==> src/rtl/rclk_pkg.sv <==
/*
  Package for the reference clock and calibrator block: widths, range
  encoding, reset values and carrier types.
  Assumes a single 100 MHz mclk domain and synchronous active-high reset.
*/
package rclk_pkg;

  localparam int RCLK_DIV_WIDTH = 34;
  localparam int RCLK_RANGE_COUNT = 10;
  localparam int RCLK_RANGE_WIDTH = 4;
  localparam int RCLK_BASE_BITS = 2;
  localparam int RCLK_STEP_BITS = 3;
  localparam int RCLK_MASK_WIDTH = 29;
  localparam logic [RCLK_DIV_WIDTH-1:0] RCLK_DIV_RESET = 34'h0_0000_0000;
  localparam logic [RCLK_RANGE_WIDTH-1:0] RCLK_RANGE_RESET = 4'h0;
  localparam int RCLK_EXT_MHZ = 50;
  localparam int RCLK_MCLK_MHZ = 100;
  localparam int RCLK_HALF_CYCLES = RCLK_MCLK_MHZ / (2 * RCLK_EXT_MHZ);

  typedef enum logic {
    RCLK_SRC_INTERNAL,
    RCLK_SRC_EXTERNAL
  } rclk_src_type;

  typedef struct packed {
    logic main_clk;
    logic spare_clk;
    logic start_spike;
    logic stop_spike;
  } rclk_clocks_type;

  typedef struct packed {
    logic pulse;
    logic [RCLK_RANGE_WIDTH-1:0] range;
  } rclk_cal_type;

endpackage : rclk_pkg

==> src/rtl/rclk_divider.sv <==
/*
  Free-running 34-bit binary divider of the calibrator with range gate.
  Assumes ref_tick is a one-cycle enable marking each reference pulse.
*/
`timescale 1ns/1ps
module rclk_divider
  import rclk_pkg::*;
(
  input wire logic mclk, // System clock
  input wire logic rst, // Synchronous reset
  input wire logic ref_tick, // Reference pulse enable
  input wire logic [RCLK_RANGE_WIDTH-1:0] range, // Range position 0..9
  output logic slot // Registered output slot flag
);

  logic [RCLK_DIV_WIDTH-1:0] count;
  logic [RCLK_DIV_WIDTH-1:0] next_count;
  logic next_slot;

  function automatic logic [RCLK_DIV_WIDTH-1:0] range_mask(
    input logic [RCLK_RANGE_WIDTH-1:0] pos
  );
    logic [RCLK_DIV_WIDTH-1:0] m;
    m = '0;
    for (int i = 0; i < RCLK_DIV_WIDTH; i++) begin
      if (i < RCLK_BASE_BITS + RCLK_STEP_BITS * int'(pos)) begin
        m[i] = 1'b1;
      end
    end
    return m;
  endfunction : range_mask

  always_comb begin
    next_count = count;
    next_slot = slot;
    if (ref_tick) begin
      next_count = count + 34'h0_0000_0001;
      // Open on the tick taken while the low range bits are all ones, which wraps them to zero
      next_slot = ((count | ~range_mask(range)) == '1);
    end
  end

  always_ff @(posedge mclk) begin
    if (rst) begin
      count <= RCLK_DIV_RESET;
      slot <= 1'b0;
    end else begin
      count <= next_count;
      slot <= next_slot;
    end
  end

endmodule : rclk_divider

==> src/rtl/rclk_clock_module.sv <==
/*
  Clock module: source select, clock distribution and calibrator.
  Assumes the external reference arrives on a pin and is sampled on mclk;
  mclk runs at least twice the reference rate.
*/
`timescale 1ns/1ps
module rclk_clock_module
  import rclk_pkg::*;
(
  input wire logic mclk, // System clock
  input wire logic rst, // Synchronous reset
  input wire logic src_sel, // 1 selects the external clock
  input wire logic int_osc, // Internal oscillator level
  input wire logic ext_ref, // External reference pin
  input wire logic [RCLK_RANGE_WIDTH-1:0] cal_range, // Range switch
  output rclk_clocks_type clocks, // Distributed clocks
  output rclk_cal_type cal_out // Calibrator pulse and active range
);

  ////////////////////////////////////////////////////////////////////////
  // Input synchronisers
  // Pins cross into mclk through two flops before any logic reads them

  logic [1:0] ext_sync;
  logic [1:0] osc_sync;
  logic [1:0] sel_sync;
  logic [RCLK_RANGE_WIDTH-1:0] range_meta;
  logic [RCLK_RANGE_WIDTH-1:0] range_sync;
  logic ext_prev;
  logic [1:0] next_ext_sync;
  logic [1:0] next_osc_sync;
  logic [1:0] next_sel_sync;
  logic [RCLK_RANGE_WIDTH-1:0] next_range_meta;
  logic [RCLK_RANGE_WIDTH-1:0] next_range_sync;
  logic next_ext_prev;

  // Shift each pin one stage deeper
  always_comb begin
    next_ext_sync = {ext_sync[0], ext_ref};
    next_osc_sync = {osc_sync[0], int_osc};
    next_sel_sync = {sel_sync[0], src_sel};
    next_range_meta = cal_range;
    next_range_sync = range_meta;
    // Only the second flop feeds the edge history
    next_ext_prev = ext_sync[1];
  end

  always_ff @(posedge mclk) begin
    if (rst) begin
      ext_sync <= 2'h0;
      osc_sync <= 2'h0;
      sel_sync <= 2'h0;
      range_meta <= RCLK_RANGE_RESET;
      range_sync <= RCLK_RANGE_RESET;
      ext_prev <= 1'b0;
    end else begin
      ext_sync <= next_ext_sync;
      osc_sync <= next_osc_sync;
      sel_sync <= next_sel_sync;
      range_meta <= next_range_meta;
      range_sync <= next_range_sync;
      ext_prev <= next_ext_prev;
    end
  end

  ////////////////////////////////////////////////////////////////////////
  // Decoding helpers
  // Edges are found from the sampled level and its value one cycle back

  // High for one cycle where a sampled waveform goes from low to high
  function automatic logic edge_rise(
    input logic level_now,
    input logic level_before
  );
    logic result;
    result = level_now & ~level_before;
    return result;
  endfunction : edge_rise

  // High for one cycle where a sampled waveform goes from high to low
  function automatic logic edge_fall(
    input logic level_now,
    input logic level_before
  );
    logic result;
    result = ~level_now & level_before;
    return result;
  endfunction : edge_fall

  // Switch positions past the last range act as the shortest range
  function automatic logic [RCLK_RANGE_WIDTH-1:0] clamp_range(
    input logic [RCLK_RANGE_WIDTH-1:0] pos
  );
    logic [RCLK_RANGE_WIDTH-1:0] result;
    result = pos;
    if (pos >= 4'(RCLK_RANGE_COUNT)) begin
      result = RCLK_RANGE_RESET;
    end
    return result;
  endfunction : clamp_range

  ////////////////////////////////////////////////////////////////////////
  // Source select and distribution
  // Spikes come from the selected level against the registered main clock,
  // so they stay in step with it even across a change of source

  logic sel_level;
  logic ext_rise;
  logic ext_fall;
  logic [RCLK_RANGE_WIDTH-1:0] range_active;
  rclk_clocks_type next_clocks;

  // Pick the source, then derive every distributed clock from it
  always_comb begin
    if (sel_sync[1]) begin
      sel_level = ext_sync[1];
    end else begin
      sel_level = osc_sync[1];
    end
    ext_rise = edge_rise(ext_sync[1], ext_prev);
    ext_fall = edge_fall(ext_sync[1], ext_prev);
    range_active = clamp_range(range_sync);
    next_clocks.main_clk = sel_level;
    next_clocks.spare_clk = sel_level;
    next_clocks.start_spike = edge_rise(sel_level, clocks.main_clk);
    next_clocks.stop_spike = edge_rise(sel_level, clocks.main_clk);
  end

  always_ff @(posedge mclk) begin
    if (rst) begin
      clocks.main_clk <= 1'b0;
      clocks.spare_clk <= 1'b0;
      clocks.start_spike <= 1'b0;
      clocks.stop_spike <= 1'b0;
    end else begin
      clocks <= next_clocks;
    end
  end

  ////////////////////////////////////////////////////////////////////////
  // Calibrator: counts trailing edges of the external reference only
  // The divider never sees the internal oscillator, whatever source is set

  logic slot;
  logic gate_open;
  logic next_gate_open;

  rclk_divider u_divider (
    .mclk(mclk), // System clock
    .rst(rst), // Synchronous reset
    .ref_tick(ext_fall),
    .range(range_active),
    .slot(slot)
  );

  // Gate follows the slot flag on each trailing edge
  always_comb begin
    next_gate_open = gate_open;
    if (ext_fall) begin
      next_gate_open = slot;
    end
  end

  always_ff @(posedge mclk) begin
    if (rst) begin
      gate_open <= 1'b0;
    end else begin
      gate_open <= next_gate_open;
    end
  end

  ////////////////////////////////////////////////////////////////////////
  // Calibrator output stage
  // Same path length for every range, so the output phase never moves

  logic pulse_start;
  logic pulse_hold;
  rclk_cal_type next_cal;

  // Pulse spans the reference high phase of the gated period
  always_comb begin
    pulse_start = gate_open & ext_rise;
    pulse_hold = gate_open & ext_sync[1] & cal_out.pulse;
    next_cal.range = range_active;
    next_cal.pulse = pulse_start | pulse_hold;
    if (ext_fall) begin
      next_cal.pulse = 1'b0;
    end
  end

  always_ff @(posedge mclk) begin
    if (rst) begin
      cal_out.pulse <= 1'b0;
      cal_out.range <= RCLK_RANGE_RESET;
    end else begin
      cal_out <= next_cal;
    end
  end

endmodule : rclk_clock_module

==> config.mk <==
export PLATFORM = sky130hd
export DESIGN_NAME = rclk_clock_module
export DESIGN_NICKNAME = d
export VERILOG_FILES = /design/src/rtl/rclk_pkg.sv /design/src/rtl/rclk_divider.sv /design/src/rtl/rclk_clock_module.sv
export SDC_FILE = /design/constraint.sdc
export NUM_CORES = 1
export LEC_CHECK = 0
export BUFFER_PORTS_ARGS = -buffer_cell sky130_fd_sc_hd__buf_4
export CORE_UTILIZATION = 45
export DETAILED_ROUTE_END_ITERATION = 10
export PLACE_DENSITY_LB_ADDON = 0.12
export SYNTH_ARGS = -nofsm -noshare
export SYNTH_HDL_FRONTEND = slang
export SYNTH_SLANG_ARGS = --single-unit
==> constraint.sdc <==
create_clock -name mclk -period 3.5 [get_ports mclk]
set_input_delay 0.35 -clock mclk [delete_from_list [all_inputs] [get_ports mclk]]
set_output_delay 0.35 -clock mclk [all_outputs]
set_load 0.05 [all_outputs]
==> metrics.txt <==
number of clock buffers inserted by TritonCTS 9; deepest clock path buffer count 2; fraction of registers with async set or reset after synthesis 0; critical path class reg2reg; Non-Filler Instances 467; HPWL reported at the end of detailed placement 4461 um; clock slew at reported path FFs 80 ps; Pre-antenna DRT Iters 4; max frequency 299.9 MHz; core outline area 6350 um2; violation count after the first detailed-routing iteration 218; cell accounting for the most synthesized area dfxtp_1; total setup violations reported at the end of the flow 0; setup clock skew after layout 11.67 ps; critical path launch point type flip-flop; pin count of the biggest net entering global routing 59; required time of the worst setup path 3750 ps; number of synthesis warnings 0; worst-margin pin slew 639.7 ps; final standard cell area without fillers 3498 um2; floorplan die height 82.94 um; startpoint of the lowest-slack register-to-register path range_sync[2]; DIE AREA 6878 um2; clock latency reported for the late side of the worst-skew pair 340 ps; Synth area leaders dfxtp_1 (39%), nor2_1 (6.6%), xor2_1 (5.3%); power share of the sequential group 0.439; post-placement cell count 447; power per standard cell area 439.1 nW/um2; sequential share of the synthesized area 0.3939; Metal-1 WL 3310 um; fill count 590; total number of vias 2525; maximum vdd drop 345.4 uV; Slowest-stage cell, CP fa_2; top routing layer in use met4; worst reg-to-reg path cell count 13; Core Util, Final 0.5509; CP endpoint kind flip-flop; run status completed; Routability Congestion 0.8658; number of nets with antenna violations after detailed routing 0; detailed-route wire length 6473 um; net count of the finished layout 405; remaining max-slew budget at the tightest pin 0.5704; syn_nets 376; pre-CTS setup slack -36.60 ps; CTS H-Tree Depth 3; first-pass GRT wire length 10920 um; Buffers on Ports 17; top flip-flop cell by instance count after synthesis dfxtp_1; Starting Density 0.4642; cells along the critical path o21ai_0 > nand2_1 > inv_1 > ha_2 > fa_2 > buf_4 > nand2_1 > a21oi_1 > or2_2 > nor3_1 > a31oi_1 > a2111o_1 > o41ai_2; fin crit share 0.9526; number of antenna violations at the first check in global routing 0; Vias/cell 5.407; post-synthesis instance area 2948 um2; Min Hold Slack 223.1 ps; number of cells produced by synthesis 356; Worst EP arrival 3590 ps; Max Transition Viols Final 0; die extent in x 82.94 um; number of flops mapped to enable cells by yosys 0; I/O pin count 18; global route overflow 0; worst min-delay path startpoint ext_ref; Post-route DRC 0; n_diodes 0; total count of hold-check failures in the final report 0; share of cells above drive strength 1 0.1744; RSZ-0062 raised after global routing false; post-route setup slack 165.8 ps; CTS tree done; clock network power share 0.461; Leak Pwr 0.001321 uW; root buffer cell clkbuf_8; Cell Rows 29; CP most frequent cell nand2_1; overall fraction of global-route tracks in use 0.1979; Seq cells post-synth 58; setup slack on the worst flop-to-flop path 170 ps; routed len/inst 13.86 um; largest driver fanout on the critical path 4; P&R area growth vs syn 18.68%; worst hold endpoint ext_sync[0]; post-placement cell area 3206 um2; met2 wire length 2759 um; Hold Path Depth 2; number of clock sinks 58; switching share of total power 0.2471; Int Power 1156 uW; crit path time final 3334 ps; largest stage delay on the critical path 510 ps; wire length on met3 261 um; fraction of synthesized cell area taken by the top area cell type 0.3939; synth unique cells 50; part of the power in combinational logic 0.100; reg2reg end u_divider.slot; max-cap violations 0; Avg Cell Area, Syn 8.280 um2; type of the tightest min-delay check in2reg; number of global-route vias before repair 2272; Switching Power 379.6 uW
how the worst max path moves through the flow:
stage                              from              to  cells past startpoint
final                     range_sync[2]  u_divider.slot                     13
after global routing      range_sync[2]  u_divider.slot                     14
after CTS                 range_sync[2]  u_divider.slot                     13
after detailed placement  range_sync[2]  u_divider.slot                     13
after global placement    range_sync[2]  u_divider.slot                     13
after floorplan           range_sync[3]  u_divider.slot                     14
power by group through the flow:
stage          Clock (uW)  Combinational [uW]  Sequential, uW
6_report              708                 154             674
5_1_grt               753                 168             675
4_1_cts               725                 147             674
3_5_place_dp            0                 141             689
3_3_place_gp            0                 140             689
2_1_floorplan           0                90.8             695
routing by layer:
metal | global-route usage | vias to the layer above
met4 | 0.09875 | 0
li1 | - | 1292
met3 | 0.04871 | 12
met1 | 0.2788 | 1172
met2 | 0.2802 | 49
met5 | 0 | -
critical path: cells and delay by family, from the launching register on:
kind / cells / cell delay, ps
compound gates: 5 / 1090
buf+inv: 2 / 250
flops: 1 / 330
fa+ha+maj: 2 / 710
simple gates: 4 / 860
registers in the layout, summed over array words and instances, names as in the netlist:
signal and flops:
u_divider.count 34, range_sync 4, sel_sync 2, ext_sync 2
osc_sync 2, next_range_sync 4, ext_prev 1, gate_open 1
cal_out 5, u_divider.slot 1, clocks 2
Yosys cell counts, types with 4 or more instances:
library cell	instances
a21oi_1	22
a31oi_1	5
and2_1	4
and3_1	4
clkbuf_1	10
dfxtp_1	58
ha_1	10
inv_1	13
nand2_1	27
nand3_1	10
nand4_1	14
nor2_1	52
nor2b_1	20
nor3_1	6
o21ai_0	14
o22ai_1	4
or3_1	6
xnor2_1	13
xor2_1	18
metrics by stage:
stage	total power, uW	setup TNS (ps)
after floorplan	785.6	0
after global placement	828.8	0
after detailed placement	830.1	-36.60
after CTS	1545	0
after global routing	1596	0
final	1536	0
cell type report:
cell class,instances,area (um2),area share
Multi-Input combinational cell,269,1704,0.4871
Sequential cell,58,1164,0.3326
Timing Repair Buffer,34,255.2,0.07296
Clock buffer,10,137.6,0.03934
Tap cell,77,96.34,0.02754
Clock inverter,6,88.84,0.02539
Inverter,13,52.55,0.01502
cells by family after synthesis:
group           count (synthesis)  synth area share
compound gates                 66            0.1456
xor+xnor                       31           0.09211
fa+ha+maj                      11           0.04924
buf+inv                        29           0.04202
flops                          58            0.3939
mux                             3           0.01019
simple gates                  158            0.2670
layout by cell type (no fill, tap or decap), types with 3 or more instances in the layout:
| master | Yosys | layout |
|---|---|---|
| a21oi_1 | 22 | 22 |
| a31oi_1 | 5 | 5 |
| and2_1 | 4 | 4 |
| and3_1 | 4 | 4 |
| buf_4 | 3 | 34 |
| clkbuf_8 | 0 | 10 |
| clkinvlp_4 | 0 | 3 |
| dfxtp_1 | 58 | 56 |
| ha_1 | 10 | 7 |
| inv_1 | 13 | 12 |
| mux2i_1 | 3 | 3 |
| nand2_1 | 27 | 27 |
| nand2b_1 | 3 | 3 |
| nand3_1 | 10 | 10 |
| nand4_1 | 14 | 14 |
| nor2_1 | 52 | 51 |
| nor2b_1 | 20 | 19 |
| nor3_1 | 6 | 6 |
| o21ai_0 | 14 | 14 |
| o22ai_1 | 4 | 4 |
| or2_2 | 3 | 3 |
| or3_1 | 6 | 6 |
| xnor2_1 | 13 | 13 |
| xor2_1 | 18 | 18 |
what timing repair did:
action | in CTS | in global routing
endpoints found under the hold margin | 0 | 0
endpoints found under the setup margin | 1 | 1
pin swaps | 4 | 5
setup buffers | 1 | 3
gates resized for setup | 5 | 3
hold buffers | 0 | 0
Note: power is estimated with default switching activity, not from simulation.
